File: src/verilog/pmse_defs.svh
`ifndef PMSE_DEFS_SVH
`define PMSE_DEFS_SVH

// Instruction word layout.
`define PMSE_PFX_HI        31
`define PMSE_PFX_LO        26
`define PMSE_MSUB_PREFIX   6'h23
`define PMSE_MST_PREFIX    6'h30
`define PMSE_P_HI          25
`define PMSE_P_LO          24
`define PMSE_D1_BIT        23
`define PMSE_D2_BIT        22
`define PMSE_MST_D1_HI     25
`define PMSE_MST_D1_LO     22
`define PMSE_S1_HI         21
`define PMSE_S1_LO         19
`define PMSE_S2_HI         18
`define PMSE_S2_LO         16
`define PMSE_S3_HI         15
`define PMSE_S3_LO         8
`define PMSE_S4_HI         7
`define PMSE_S4_LO         0

// Parallel-mode routing codes.
`define PMSE_P_00          2'h0
`define PMSE_P_01          2'h1
`define PMSE_P_10          2'h2
`define PMSE_P_11          2'h3

// Source field classes: indirect modes up to the limit, or any CPU register.
`define PMSE_IND_MOD_MAX   5'h03
`define PMSE_CPU_TAG       3'h7

// Destination register codes.
`define PMSE_EXT_REG_ZERO  4'h0
`define PMSE_EXT_REG_TWO   4'h2
`define PMSE_EXT_REG_LIMIT 4'h8

// Arithmetic limits and overflow window of the 48-bit product.
`define PMSE_INT_MAX       32'h7FFFFFFF
`define PMSE_INT_MIN       32'h80000000
`define PMSE_PROD_TOP      47
`define PMSE_RES_MSB       31

// Register map and bit positions.
`define PMSE_ADDR_CTRL     4'h0
`define PMSE_ADDR_STATUS   4'h4
`define PMSE_ADDR_MASK     4'h8
`define PMSE_ADDR_FLAGS    4'hC
`define PMSE_CTRL_OVM      0
`define PMSE_CTRL_EXT      1
`define PMSE_EV_OVF        0
`define PMSE_EV_DEC        1
`define PMSE_EV_UNF        2
`define PMSE_EV_W          3

`endif

File: src/verilog/pmse_pkg.sv
package pmse_pkg;

    typedef struct packed {
        logic latched_underflow_flag;
        logic lv;
        logic uf;
        logic n;
        logic z;
        logic v;
        logic c;
    } pmse_flags_t;

    typedef struct packed {
        logic        we;
        logic        mem;
        logic [3:0]  sel;
        logic [31:0] data;
    } pmse_wr_t;

    typedef struct packed {
        logic [31:0] a;
        logic [31:0] b;
        logic [31:0] d;
        logic [31:0] c;
    } pmse_ops_t;

    typedef enum logic [1:0] {PMSE_IDLE, PMSE_WAIT, PMSE_EXEC} pmse_state_t;

    typedef enum logic [1:0] {PMSE_KIND_IND, PMSE_KIND_CPU, PMSE_KIND_BAD} pmse_kind_t;

endpackage

File: src/verilog/pmse_exec.sv
// Behaviour
// RULE1: flags change only for destinations R0 to R7
// RULE2: store pairing: overflow sets sticky latch, else holds
// RULE3: store pairing: V follows overflow; LATCHED_UNDERFLOW_FLAG, C kept
// RULE4: store pairing: N from result sign; UF cleared
// RULE5: store pairing: Z set when product is zero
// RULE6: product A*B to dst1, D-C to dst2
// RULE7: sources sampled at issue, results written after
// RULE8: two indirect plus two register sources accepted
// RULE9: src1/src2 registers; src3/src4 indirect modes
// RULE10: select bits pick R0/R1 and R2/R3
// RULE11: prefix 100011 identifies the instruction word
// RULE12: routing field maps sources onto A, B, D, C
// RULE13: overflow when product top 16 bits disagree
// RULE14: extended mode allows CPU registers in src3/src4
// RULE15: overflow mode bit changes written results
// RULE16: subtract pairing: UF follows integer underflow
// RULE17: overflow mode saturates toward the true sign
// RULE18: single execute cycle when both indirects on-chip
//
// Local design decisions: the register addresses and the plain strobed port.
`timescale 1ns/1ps
`include "pmse_defs.svh"

module pmse_exec (
    // Clock and reset.
    input  wire logic                 I_CLOCK,
    input  wire logic                 I_RESETN,
    // Issue port from operand fetch.
    input  wire logic                 I_ISSUE,
    input  wire logic [31:0]          I_INSTR,
    input  wire logic [31:0]          I_SRC1_VAL,
    input  wire logic [31:0]          I_SRC2_VAL,
    input  wire logic [31:0]          I_SRC3_VAL,
    input  wire logic [31:0]          I_SRC4_VAL,
    input  wire logic                 I_SRC3_ONCHIP,
    input  wire logic                 I_SRC4_ONCHIP,
    output logic                      O_READY,
    // Result write ports and status.
    output pmse_pkg::pmse_wr_t        O_WR1,
    output pmse_pkg::pmse_wr_t        O_WR2,
    output pmse_pkg::pmse_flags_t     O_FLAGS,
    output logic                      O_DEC_ERR,
    // Register port.
    input  wire logic [3:0]           I_ADDR,
    input  wire logic [31:0]          I_WDATA,
    input  wire logic                 I_WR,
    input  wire logic                 I_RD,
    output logic [31:0]               O_RDATA,
    output logic                      O_IRQ
);
    import pmse_pkg::*;

    function automatic pmse_kind_t pmse_kind(input logic [7:0] f, input logic ext);
        if (f[7:3] <= `PMSE_IND_MOD_MAX) begin
            pmse_kind = PMSE_KIND_IND;
        end else if (f[7:5] == `PMSE_CPU_TAG && ext) begin
            pmse_kind = PMSE_KIND_CPU;
        end else begin
            pmse_kind = PMSE_KIND_BAD;
        end
    endfunction

    function automatic logic [31:0] pmse_sat(input logic [31:0] v, input logic ovf,
                                             input logic neg, input logic overflow_mode_bit);
        if (ovf && overflow_mode_bit) begin
            pmse_sat = neg ? `PMSE_INT_MIN : `PMSE_INT_MAX;
        end else begin
            pmse_sat = v;
        end
    endfunction

    pmse_state_t        state;
    pmse_state_t        next_state;
    logic               ctrl_ovm;
    logic               ctrl_ext;
    logic [`PMSE_EV_W-1:0] status;
    logic [`PMSE_EV_W-1:0] mask;
    pmse_ops_t          ops;
    pmse_ops_t          iss_ops;
    logic               op_mst;
    logic               op_valid;
    logic [3:0]         d1_sel;
    logic [3:0]         d2_sel;
    logic [3:0]         iss_d1;
    logic [3:0]         iss_d2;
    logic               iss_msub;
    logic               iss_mst;
    logic               iss_valid;
    logic               iss_take;
    pmse_kind_t         k3;
    pmse_kind_t         k4;
    logic [63:0]        prod64;
    logic [32:0]        diff33;
    logic               mul_ovf;
    logic               sub_ovf;
    logic [31:0]        mul_res;
    logic [31:0]        sub_res;
    logic               flag_upd;
    logic               exec;
    pmse_flags_t        next_flags;
    logic [`PMSE_EV_W-1:0] events;
    logic [63:0]        iss_prod;

    // Decode of the word presented with the issue strobe.
    always_comb begin
        iss_msub = I_INSTR[`PMSE_PFX_HI:`PMSE_PFX_LO] == `PMSE_MSUB_PREFIX; // [RULE11]
        iss_mst  = I_INSTR[`PMSE_PFX_HI:`PMSE_PFX_LO] == `PMSE_MST_PREFIX;
        k3 = pmse_kind(I_INSTR[`PMSE_S3_HI:`PMSE_S3_LO], ctrl_ext); // [RULE9] [RULE14]
        k4 = pmse_kind(I_INSTR[`PMSE_S4_HI:`PMSE_S4_LO], ctrl_ext); // [RULE9] [RULE14]
        // Source register fields are three bits wide and always name R0 to R7.
        if (iss_msub) begin
            iss_valid = (k3 != PMSE_KIND_BAD) && (k4 != PMSE_KIND_BAD); // [RULE8]
        end else if (iss_mst) begin
            iss_valid = (k3 != PMSE_KIND_BAD) && (k4 == PMSE_KIND_IND);
        end else begin
            iss_valid = 1'b0;
        end
        iss_ops = '0;
        iss_d1  = `PMSE_EXT_REG_ZERO | {3'h0, I_INSTR[`PMSE_D1_BIT]};  // [RULE10]
        iss_d2  = `PMSE_EXT_REG_TWO  | {3'h0, I_INSTR[`PMSE_D2_BIT]};  // [RULE10]
        if (iss_mst) begin
            iss_ops.a = I_SRC1_VAL;
            iss_ops.b = I_SRC3_VAL;
            iss_ops.d = I_SRC2_VAL;
            iss_d1    = I_INSTR[`PMSE_MST_D1_HI:`PMSE_MST_D1_LO];
            iss_d2    = `PMSE_EXT_REG_ZERO;
        end else begin
            case (I_INSTR[`PMSE_P_HI:`PMSE_P_LO]) // [RULE12]
                `PMSE_P_00: begin
                    iss_ops = '{a: I_SRC3_VAL, b: I_SRC4_VAL, d: I_SRC1_VAL, c: I_SRC2_VAL};
                end
                `PMSE_P_01: begin
                    iss_ops = '{a: I_SRC3_VAL, b: I_SRC1_VAL, d: I_SRC4_VAL, c: I_SRC2_VAL};
                end
                `PMSE_P_10: begin
                    iss_ops = '{a: I_SRC1_VAL, b: I_SRC2_VAL, d: I_SRC3_VAL, c: I_SRC4_VAL};
                end
                default: begin
                    iss_ops = '{a: I_SRC3_VAL, b: I_SRC1_VAL, d: I_SRC2_VAL, c: I_SRC4_VAL};
                end
            endcase
        end
        iss_take = I_ISSUE && O_READY;
        iss_prod = $signed(iss_ops.a) * $signed(iss_ops.b);
    end

    // Execute arithmetic works only on operands captured at issue.
    always_comb begin
        prod64   = $signed(ops.a) * $signed(ops.b);
        mul_ovf  = prod64[`PMSE_PROD_TOP:`PMSE_RES_MSB+1]
                   != {16{prod64[`PMSE_RES_MSB]}}; // [RULE13]
        diff33   = {ops.d[31], ops.d} - {ops.c[31], ops.c}; // [RULE6]
        sub_ovf  = diff33[32] != diff33[31];
        mul_res  = pmse_sat(prod64[31:0], mul_ovf, prod64[63], ctrl_ovm); // [RULE15] [RULE17]
        sub_res  = pmse_sat(diff33[31:0], sub_ovf, diff33[32], ctrl_ovm); // [RULE15] [RULE17]
        exec     = state == PMSE_EXEC;
        flag_upd = op_valid && (d1_sel < `PMSE_EXT_REG_LIMIT); // [RULE1]
        next_flags = O_FLAGS;
        if (op_mst) begin
            next_flags.lv = O_FLAGS.lv | mul_ovf; // [RULE2]
            next_flags.v  = mul_ovf;              // [RULE3]
            next_flags.uf = 1'b0;                 // [RULE4]
            next_flags.n  = mul_res[31];          // [RULE4]
            next_flags.z  = mul_res == 32'h0;     // [RULE5]
        end else begin
            next_flags.lv = O_FLAGS.lv | mul_ovf | sub_ovf;
            next_flags.v  = mul_ovf | (sub_ovf & ~diff33[32]);
            next_flags.uf = sub_ovf & diff33[32]; // [RULE16]
            next_flags.n  = 1'b0;
            next_flags.z  = 1'b0;
        end
        events = '0;
        if (exec) begin
            events[`PMSE_EV_OVF] = flag_upd && next_flags.v;
            events[`PMSE_EV_UNF] = flag_upd && next_flags.uf;
            events[`PMSE_EV_DEC] = !op_valid;
        end
    end

    always_comb begin
        next_state = state;
        case (state)
            PMSE_IDLE: begin
                if (iss_take) begin
                    next_state = (I_SRC3_ONCHIP && I_SRC4_ONCHIP) ? PMSE_EXEC
                                                                  : PMSE_WAIT; // [RULE18]
                end
            end
            PMSE_WAIT: begin
                next_state = PMSE_EXEC;
            end
            PMSE_EXEC: begin
                next_state = PMSE_IDLE;
            end
            default: begin
                next_state = PMSE_IDLE;
            end
        endcase
    end

    always_ff @(posedge I_CLOCK or negedge I_RESETN) begin
        if (!I_RESETN) begin
            state   <= PMSE_IDLE;
            O_READY <= 1'b0;
        end else begin
            state   <= next_state;
            O_READY <= next_state == PMSE_IDLE;
        end
    end

    // Operands are frozen at issue, so a write in this pair cannot feed its partner.
    always_ff @(posedge I_CLOCK or negedge I_RESETN) begin
        if (!I_RESETN) begin
            ops      <= '0;
            op_mst   <= 1'b0;
            op_valid <= 1'b0;
            d1_sel   <= `PMSE_EXT_REG_ZERO;
            d2_sel   <= `PMSE_EXT_REG_ZERO;
        end else if (iss_take) begin
            ops      <= iss_ops; // [RULE7]
            op_mst   <= iss_mst;
            op_valid <= iss_valid;
            d1_sel   <= iss_d1;
            d2_sel   <= iss_d2;
        end
    end

    always_ff @(posedge I_CLOCK or negedge I_RESETN) begin
        if (!I_RESETN) begin
            O_WR1     <= '0;
            O_WR2     <= '0;
            O_FLAGS   <= '0;
            O_DEC_ERR <= 1'b0;
        end else begin
            O_WR1.we  <= exec && op_valid;
            O_WR2.we  <= exec && op_valid;
            O_DEC_ERR <= exec && !op_valid; // [RULE11]
            if (exec && op_valid) begin
                O_WR1 <= '{we: 1'b1, mem: 1'b0, sel: d1_sel, data: mul_res}; // [RULE6]
                if (op_mst) begin
                    O_WR2 <= '{we: 1'b1, mem: 1'b1, sel: d2_sel, data: ops.d};
                end else begin
                    O_WR2 <= '{we: 1'b1, mem: 1'b0, sel: d2_sel, data: sub_res}; // [RULE6]
                end
                if (flag_upd) begin
                    O_FLAGS <= next_flags; // [RULE1]
                end
            end
        end
    end

    // Register port: control, sticky events, mask and flag readback.
    always_ff @(posedge I_CLOCK or negedge I_RESETN) begin
        if (!I_RESETN) begin
            ctrl_ovm <= 1'b0;
            ctrl_ext <= 1'b0;
            mask     <= '0;
        end else if (I_WR) begin
            if (I_ADDR == `PMSE_ADDR_CTRL) begin
                ctrl_ovm <= I_WDATA[`PMSE_CTRL_OVM];
                ctrl_ext <= I_WDATA[`PMSE_CTRL_EXT];
            end
            if (I_ADDR == `PMSE_ADDR_MASK) begin
                mask <= I_WDATA[`PMSE_EV_W-1:0];
            end
        end
    end

    // A new event in the clearing cycle stays set.
    always_ff @(posedge I_CLOCK or negedge I_RESETN) begin
        if (!I_RESETN) begin
            status <= '0;
        end else if (I_WR && I_ADDR == `PMSE_ADDR_STATUS) begin
            status <= (status & ~I_WDATA[`PMSE_EV_W-1:0]) | events;
        end else begin
            status <= status | events;
        end
    end

    always_ff @(posedge I_CLOCK or negedge I_RESETN) begin
        if (!I_RESETN) begin
            O_RDATA <= '0;
            O_IRQ   <= 1'b0;
        end else begin
            O_IRQ   <= |(status & mask);
            O_RDATA <= '0;
            if (I_RD) begin
                case (I_ADDR)
                    `PMSE_ADDR_CTRL:   O_RDATA <= {30'h0, ctrl_ext, ctrl_ovm};
                    `PMSE_ADDR_STATUS: O_RDATA <= {29'h0, status};
                    `PMSE_ADDR_MASK:   O_RDATA <= {29'h0, mask};
                    `PMSE_ADDR_FLAGS:  O_RDATA <= {25'h0, O_FLAGS};
                    default:           O_RDATA <= '0;
                endcase
            end
        end
    end

    property p_flags_hold;
        @(posedge I_CLOCK) disable iff (!I_RESETN)
        exec && op_valid && !flag_upd |=> O_FLAGS == $past(O_FLAGS);
    endproperty
    a_flags_hold: assert property (p_flags_hold) else $error("flags moved"); // [RULE1]

    property p_lv_sticky;
        @(posedge I_CLOCK) disable iff (!I_RESETN)
        exec && op_mst && flag_upd |=> O_FLAGS.lv == ($past(O_FLAGS.lv) | $past(mul_ovf));
    endproperty
    a_lv_sticky: assert property (p_lv_sticky) else $error("lv wrong"); // [RULE2]

    property p_v_luf_c;
        @(posedge I_CLOCK) disable iff (!I_RESETN)
        exec && op_mst && flag_upd |=> O_FLAGS.v == $past(mul_ovf)
            && $stable(O_FLAGS.latched_underflow_flag) && $stable(O_FLAGS.c);
    endproperty
    a_v_luf_c: assert property (p_v_luf_c) else $error("v luf c wrong"); // [RULE3]

    property p_n_uf;
        @(posedge I_CLOCK) disable iff (!I_RESETN)
        exec && op_mst && flag_upd |=> O_FLAGS.n == O_WR1.data[31] && !O_FLAGS.uf;
    endproperty
    a_n_uf: assert property (p_n_uf) else $error("n or uf wrong"); // [RULE4]

    property p_zero;
        @(posedge I_CLOCK) disable iff (!I_RESETN)
        exec && op_mst && flag_upd |=> O_FLAGS.z == (O_WR1.data == 32'h0);
    endproperty
    a_zero: assert property (p_zero) else $error("z wrong"); // [RULE5]

    property p_results;
        @(posedge I_CLOCK) disable iff (!I_RESETN)
        exec && op_valid && !op_mst && !mul_ovf && !sub_ovf |=>
            O_WR1.data == $past(ops.a) * $past(ops.b) &&
            O_WR2.data == $past(ops.d) - $past(ops.c);
    endproperty
    a_results: assert property (p_results) else $error("result wrong"); // [RULE6]

    property p_sample_issue;
        @(posedge I_CLOCK) disable iff (!I_RESETN)
        iss_take && iss_msub && iss_valid && I_SRC3_ONCHIP && I_SRC4_ONCHIP && !ctrl_ovm
            |=> ##1 O_WR1.we && O_WR1.data == $past(iss_prod[31:0], 2);
    endproperty
    a_sample_issue: assert property (p_sample_issue) else $error("sample wrong"); // [RULE7]

    property p_one_cycle;
        @(posedge I_CLOCK) disable iff (!I_RESETN)
        iss_take && I_SRC3_ONCHIP && I_SRC4_ONCHIP |=> exec ##1 !exec && O_READY;
    endproperty
    a_one_cycle: assert property (p_one_cycle) else $error("not single cycle"); // [RULE18]

    property p_dest_sel;
        @(posedge I_CLOCK) disable iff (!I_RESETN)
        iss_take && iss_msub && iss_valid |=> ##[1:2] O_WR1.we && O_WR1.sel[3:1] == 3'h0
            && O_WR2.sel[3:1] == 3'h1;
    endproperty
    a_dest_sel: assert property (p_dest_sel) else $error("dest wrong"); // [RULE10]

    property p_bad_prefix;
        @(posedge I_CLOCK) disable iff (!I_RESETN)
        iss_take && !iss_msub && !iss_mst |=> ##[1:2] O_DEC_ERR && !O_WR1.we;
    endproperty
    a_bad_prefix: assert property (p_bad_prefix) else $error("prefix not refused"); // [RULE11]

    property p_cpu_src;
        @(posedge I_CLOCK) disable iff (!I_RESETN)
        iss_take && iss_msub && !ctrl_ext && I_INSTR[`PMSE_S3_HI:`PMSE_S3_HI-2] == 3'h7
            |=> ##[1:2] O_DEC_ERR;
    endproperty
    a_cpu_src: assert property (p_cpu_src) else $error("cpu source accepted"); // [RULE14]

    property p_saturate;
        @(posedge I_CLOCK) disable iff (!I_RESETN)
        exec && op_valid && ctrl_ovm && mul_ovf |=>
            O_WR1.data == (prod64[63] ? 32'h80000000 : 32'h7FFFFFFF);
    endproperty
    a_saturate: assert property (p_saturate) else $error("no saturation"); // [RULE17]

    property p_uf;
        @(posedge I_CLOCK) disable iff (!I_RESETN)
        exec && op_valid && !op_mst |=> O_FLAGS.uf == $past(sub_ovf & diff33[32]);
    endproperty
    a_uf: assert property (p_uf) else $error("uf wrong"); // [RULE16]

    c_msub: cover property (@(posedge I_CLOCK) exec && op_valid && !op_mst);
    c_mst: cover property (@(posedge I_CLOCK) exec && op_valid && op_mst && flag_upd);
    c_wait: cover property (@(posedge I_CLOCK) state == PMSE_WAIT);
    c_irq: cover property (@(posedge I_CLOCK) O_IRQ);

endmodule

File: config.mk
export PLATFORM = sky130hd
export DESIGN_NAME = pmse_exec
export DESIGN_NICKNAME = d
export VERILOG_FILES = /design/src/verilog/pmse_pkg.sv /design/src/verilog/pmse_exec.sv
export VERILOG_INCLUDE_DIRS = /design/src /design/src/verilog
export SDC_FILE = /design/constraint.sdc
export NUM_CORES = 2
export LEC_CHECK = 0
export ABC_AREA = 0
export CELL_PAD_IN_SITES_DETAIL_PLACEMENT = 1
export CELL_PAD_IN_SITES_GLOBAL_PLACEMENT = 2
export CORE_MARGIN = 2
export CORE_UTILIZATION = 35
export DETAILED_ROUTE_END_ITERATION = 12
export DONT_BUFFER_PORTS = 1
export PLACE_DENSITY_LB_ADDON = 0.1
export SYNTH_ARGS = -nofsm -noshare
export SYNTH_HDL_FRONTEND = slang
export SYNTH_SLANG_ARGS = --single-unit
File: constraint.sdc
create_clock -name I_CLOCK -period 10.8 [get_ports I_CLOCK]
set_input_delay 2.7 -clock I_CLOCK [delete_from_list [all_inputs] [get_ports I_CLOCK]]
set_output_delay 2.7 -clock I_CLOCK [all_outputs]
set_load 0.01 [all_outputs]
==> Word level (Yosys, flattened, before mapping) <==
Index checks and enable logic that the tools add are counted.
{ "totals": {"register_bits": 263, "in_bits": 203, "word_cells": 111} }
{ "op_classes": {"addsub": 1, "n_mul": 1, "order_cmp": 3, "n_eq_ne": 15, "n_mux": 26, "bitwise_logic": 11, "n_reduce_logical": 25} }
{ "op_table": {"columns": ["op", "count"], "rows": [
  ["one-hot mux 128 bit (3 select lines)", 1],
  ["2-to-1 mux 32 bit", 5],
  ["2-to-1 mux 96 bit", 1],
  ["2-to-1 mux 38 bit", 2],
  ["multiplier 32 x 32 -> 64 bit", 1],
  ["2-to-1 mux 37 bit", 1],
  ["subtractor 32 x 32 -> 33 bit", 1],
  ["logical NOT 32 bit", 1],
  ["one-hot mux 6 bit (4 select lines)", 1],
  ["inequality test 16 bit", 1],
  ["logical AND 1 bit", 14],
  ["2-to-1 mux 2 bit", 7],
  ["== test 6 bit (second input constant)", 2],
  ["less-or-equal comparator 5 x 2 -> 1 bit (second input constant)", 2],
  ["== test 4 bit (second input constant)", 2],
  ["logical NOT 2 bit", 4],
  ["AND 3 bit", 2],
  ["== test 3 bit (second input constant)", 2],
  ["2-to-1 mux 3 bit", 2],
  ["2-to-1 mux 6 bit", 1],
  ["bitwise OR 3 bit", 2],
  ["AND reduction 2 bit", 3],
  ["2-to-1 mux 5 bit", 1],
  ["== test 2 x 1 -> 1 bit (second input constant)", 2],
  ["15 further kinds", 21]
]} }

==> Depth between registers and ports, before layout <==
{ "depth": {"word_depth": 10, "mapped_depth": 34, "depth_no_buf": 30} }

==> Least setup slack after synthesis <==
OpenSTA, ideal clock, no wires.
{ "synth_path": {"path_type": "flip-flop to flip-flop", "startpoint": "reg ops[68] (netlist bit)", "endpoint": "reg O_WR1[12] (netlist bit)", "setup_ns": 0.121, "arrival_time_ns": 7.997, "setup_slack_ns": 2.682, "stages_incl_launch_ff": 34, "n_path_buf": 6, "period_less_slack_ns": 8.118, "cell_sequence": "dfrtp_1 -> clkbuf_1 -> clkbuf_1 -> nand2_1 -> fa_1 -> fa_1 -> inv_1 -> fa_1 -> inv_1 -> fa_1 -> inv_1 -> fa_1 -> fa_1 -> fa_1 -> inv_1 -> fa_1 -> inv_1 -> ha_1 -> clkbuf_1 -> a21o_1 -> a21o_1 -> a21oi_1 -> nor2_1 -> nor3_1 -> o31a_1 -> a21bo_1 -> a2111oi_0 -> a2bb2o_1 -> a41o_1 -> buf_4 -> o21a_1 -> buf_6 -> buf_12 -> a21oi_2"} }
{ "synth_via": {"elab_chain_cells": 4, "elab_cells_between_ends": 5} }
{ "synth_lines": {"columns": ["item", "line", "rtl"], "rows": [
  ["from (decl)", "pmse_exec.sv:79", "pmse_ops_t ops;"],
  ["from (signal assigned)", "pmse_exec.sv:221", "ops <= iss_ops;"],
  ["multiplier 32 x 32 -> 64 bit (*)", "pmse_exec.sv:150", "prod64 = $signed(ops.a) * $signed(ops.b);"],
  ["inequality test 16 bit", "pmse_exec.sv:151", "mul_ovf = prod64[`PMSE_PROD_TOP:`PMSE_RES_MSB+1]"],
  ["logical AND 1 bit", "pmse_exec.sv:66", "if (ovf && overflow_mode_bit) begin"],
  ["2-to-1 mux 32 bit (*)", "pmse_exec.sv:66", null],
  ["to (signal assigned)", "pmse_exec.sv:240", "O_WR1 <= '{we: 1'b1, mem: 1'b0, sel: d1_sel, data: mul_res};"],
  ["to (decl)", "pmse_exec.sv:40", "output pmse_pkg::pmse_wr_t O_WR1,"]
]} }
Mark *: on every way between the ends. The rest lies on a longest branch, timed or not.
A chain may end at the register's enable or synchronous reset.

==> Worst setup path in the final report <==
{ "layout_path": {"startpoint": "reg ops[72] (netlist bit)", "endpoint": "reg O_WR1[30] (netlist bit)"} }
Same word-level chain as after synthesis.

==> impl_metrics.tcl <==
set metrics [dict create \
    hold_violations 0 \
    via_count 35967 \
    grt_setup_unrepaired "no" \
    instances_no_fill 7188 \
    synth_simple_gate_area_share_pct 15.7 \
    cp_data_required_time_ns 11.25 \
    clk_latency_ns 0.64 \
    fmax_mhz 99.5 \
    gp_congestion 0.850 \
    min_path_type "flip-flop to flip-flop" \
    stdcell_area_mm2 0.0524 \
    placementRows 138 \
    drt-initial-drc-count 1628 \
    cts_tree "built" \
    critPathArrivalTime_ns 10.49 \
    rr_worst_depth 26 \
    end_kind "flip-flop" \
    antenna_found_initial 6 \
    grt.total_usage_pct 24.4 \
    layout-drive-gt1-share_pct 4.74 \
    fin_tns_setup_ns 0 \
    synthAdderAreaFrac_pct 49.2 \
    drc_errors 0 \
    cts_resized 0 \
    synth_top_family_by_area "adder cells" \
    area_growth_pct 5.71 \
    worstReg2RegEnd "O_WR1[30]$_DFFE_PN0P_" \
    wirelength_mm 173 \
    synthXorXnorAreaFrac_pct 1.45 \
    fin_util_pct 37.2 \
    cts_buffer_depth 3 \
    crit_type "flip-flop to flip-flop" \
    min_period_ns 10.05 \
    min_from "d1_sel[1]$_DFFE_PN0P_" \
    syn_area_mm2 0.0496 \
    io_pins 321 \
    first_pass_iters 5 \
    cts.clk_slew.worst_paths_ns 0.07 \
    syn_area_per_cell_um2 9.08 \
    min_path_cells 2 \
    initial_core_util_pct 35.1 \
    crit_buf_inv 4 \
    grt_start_max_net_pins 233 \
    slew_viol_final 0 \
    startpoint_type "flip-flop" \
    synth_edf_count 0 \
    synth.area.mux_share_pct 2.92 \
    globalRouteOverflowTotal 0 \
    cp_top_family "adder cells" \
    maxCapViolCount 0 \
    yosys_warnings 0 \
    async_flop_share_pct 100 \
    reg2reg_slack_ns 0.75 \
    ant_nets 0 \
    max_slew_margin_pct 19.2 \
    htreeDepth 1 \
    setup_viol 0 \
    whs_endpoint "O_WR1[33]$_DFFE_PN0P_" \
    via_per_inst 5.00 \
    synthCells 5461 \
    crit_path_top_delay_cell "dfrtp_1" \
    status "finished clean" \
    dpl_cell_area_mm2 0.0514 \
    max_slew.worst_pin.slew_ns 1.21 \
    synth-compound-area-share_pct 7.99 \
    ys_types 82 \
    core_area_mm2 0.141 \
    period_share_pct 93.0 \
    grt_pass1_wl_mm 267 \
    routedWlPerCell_um 24.0 \
    max_stage_delay_ns 0.98 \
    port_buffers 0 \
    path_max_fanout 33 \
    fp.dieH_um 380 \
    crit_top_cell "fa_1" \
    ys_seq_area_share_pct 11.7 \
    synth-seq-cells 232 \
    die_w_um 380 \
    cts_buffers 28 \
    fillCellCount 16369 \
    clock-sinks 232 \
    synth_top_flop_cell "dfrtp_1" \
    post_cts_buffers 0 \
    postCtsHoldBufs 0 \
    fin_nets 6779 \
    die_area_mm2 0.145 \
    hpwl_mm 139 \
    finalClockSkew_ns 0.0678 \
    r2r_start "ops[72]$_DFFE_PN0P_" \
    dp_cells 7135 \
    grt_pass1_vias 41034 \
    clock-root-buffer "clkbuf_16" \
]
==> per-stage QoR <==
step | hold slack [ns] | worst slack [ns]
2_1_floorplan | 0.439 | 2.68
3_3_place_gp | 0.451 | 0.762
3_5_place_dp | 0.455 | 0.720
4_1_cts | 0.434 | 0.621
5_1_grt | 0.474 | 0.207
6_report | 0.446 | 0.751
==> per-layer routing <==
layer	track usage [%]	up-vias	share of wire, %
li1	-	16037	-
met1	32.5	19264	44
met2	43.6	517	51
met3	2.50	149	3.1
met4	3.84	0	1.9
met5	0	-	0
==> flip-flops by register name, summed over array words and instances, names as in the netlist, 2 cells and up <==
signal,count
ops,128
O_WR1,37
O_WR2,35
O_RDATA,6
O_FLAGS,5
d1_sel,4
mask,3
status,3
d2_sel,2
state,2
==> worst max path at each step <==
| stage | start | end | slack, ns | depth (start not counted) |
|---|---|---|---|---|
| 2_1_floorplan | ops[68]$_DFFE_PN0P_ | O_WR1[12]$_DFFE_PN0P_ | 2.68 | 33 |
| 3_3_place_gp | ops[72]$_DFFE_PN0P_ | O_WR1[30]$_DFFE_PN0P_ | 0.76 | 26 |
| 3_5_place_dp | ops[72]$_DFFE_PN0P_ | O_WR1[30]$_DFFE_PN0P_ | 0.72 | 26 |
| 4_1_cts | ops[72]$_DFFE_PN0P_ | O_WR1[3]$_DFFE_PN0P_ | 0.62 | 26 |
| 5_1_grt | ops[73]$_DFFE_PN0P_ | O_WR1[3]$_DFFE_PN0P_ | 0.21 | 28 |
| 6_report | ops[72]$_DFFE_PN0P_ | O_WR1[30]$_DFFE_PN0P_ | 0.75 | 26 |
==> cell type report <==
class | instances | area, um^2 | share of cell area (%)
multi-input cells | 3848 | 38500 | 73.4
flip-flops and latches | 232 | 5830 | 11.1
inverters | 1063 | 3990 | 7.61
well taps | 1890 | 2360 | 4.51
clock buffers | 38 | 798 | 1.52
repair buffers | 102 | 778 | 1.48
clock inverters | 13 | 194 | 0.370
diodes | 2 | 5.00 | 0.00955
==> kinds of logic (layout without fill, tap and decap cells) <==
logic type,Yosys count,count (layout)
AOI/OAI and AO/OA,635,635
xor gates and xnor gates,82,82
adders and majority gates,1301,1301
buffers and inverters,1411,1216
DFF,232,232
muxes,139,139
other,1,33
and+or+nand+nor,1660,1660
==> Yosys cell counts (29+ instances only) <==
cell type | number | area share [%]
xor2_1 | 29 | 0.51
a21oi_1 | 165 | 1.7
clkbuf_1 | 287 | 2.2
and2_1 | 451 | 5.7
nand2b_1 | 35 | 0.44
o22ai_1 | 32 | 0.40
buf_4 | 34 | 0.51
o21ai_0 | 209 | 2.1
nor2_1 | 205 | 1.6
fa_1 | 1083 | 44
ha_1 | 218 | 5.5
nand2_1 | 842 | 6.4
inv_1 | 1062 | 8.0
mux2i_1 | 102 | 2.1
dfrtp_1 | 232 | 12
mux2_2 | 36 | 0.82
xnor2_1 | 53 | 0.94
a21o_1 | 34 | 0.51
==> placed cells by master, fill, tap and decap left out, types with 7 or more instances in the layout <==
cell,synthesis,layout
a211oi_1,20,20
a21o_1,34,34
a21oi_1,165,163
a21oi_2,21,23
a221oi_1,23,23
a31oi_1,17,17
and2_1,451,450
and3_1,25,24
buf_4,34,101
clkbuf_16,0,28
clkinv_2,0,7
conb_1,1,31
dfrtp_1,232,213
dfrtp_2,0,19
fa_1,1083,1082
ha_1,218,218
inv_1,1062,1062
mux2_2,36,36
mux2i_1,102,102
nand2_1,842,841
nand2b_1,35,35
nand3_1,20,20
nand4_1,15,15
nor2_1,205,204
nor2b_1,15,14
nor3_1,20,20
o211ai_1,22,22
o21a_1,16,16
o21ai_0,209,209
o21bai_1,15,15
o22ai_1,32,32
or3_1,9,9
xnor2_1,53,53
xor2_1,29,29
==> worst reg2reg max path: stages (launching register included) <==
cell and delay (ns):
dfrtp_1 0.98, buf_4 0.43, nand2_1 0.12, fa_1 0.54, fa_1 0.53, fa_1 0.52
fa_1 0.51, inv_1 0.05, fa_1 0.58, fa_1 0.45, fa_1 0.56, fa_1 0.49
ha_1 0.56, nand4_4 0.21, nor3_2 0.33, nand2_2 0.11, o41ai_4 0.40, mux2i_1 0.18
a2111oi_4 0.36, nand3_1 0.12, and4b_1 0.27, o2111a_1 0.25, a41o_1 0.24, buf_4 0.34
o21a_1 0.19, buf_4 0.38, a21oi_1 0.15
Power is not shown: default switching activity piles up to over one toggle a cycle in this logic, so the estimate is an artifact.
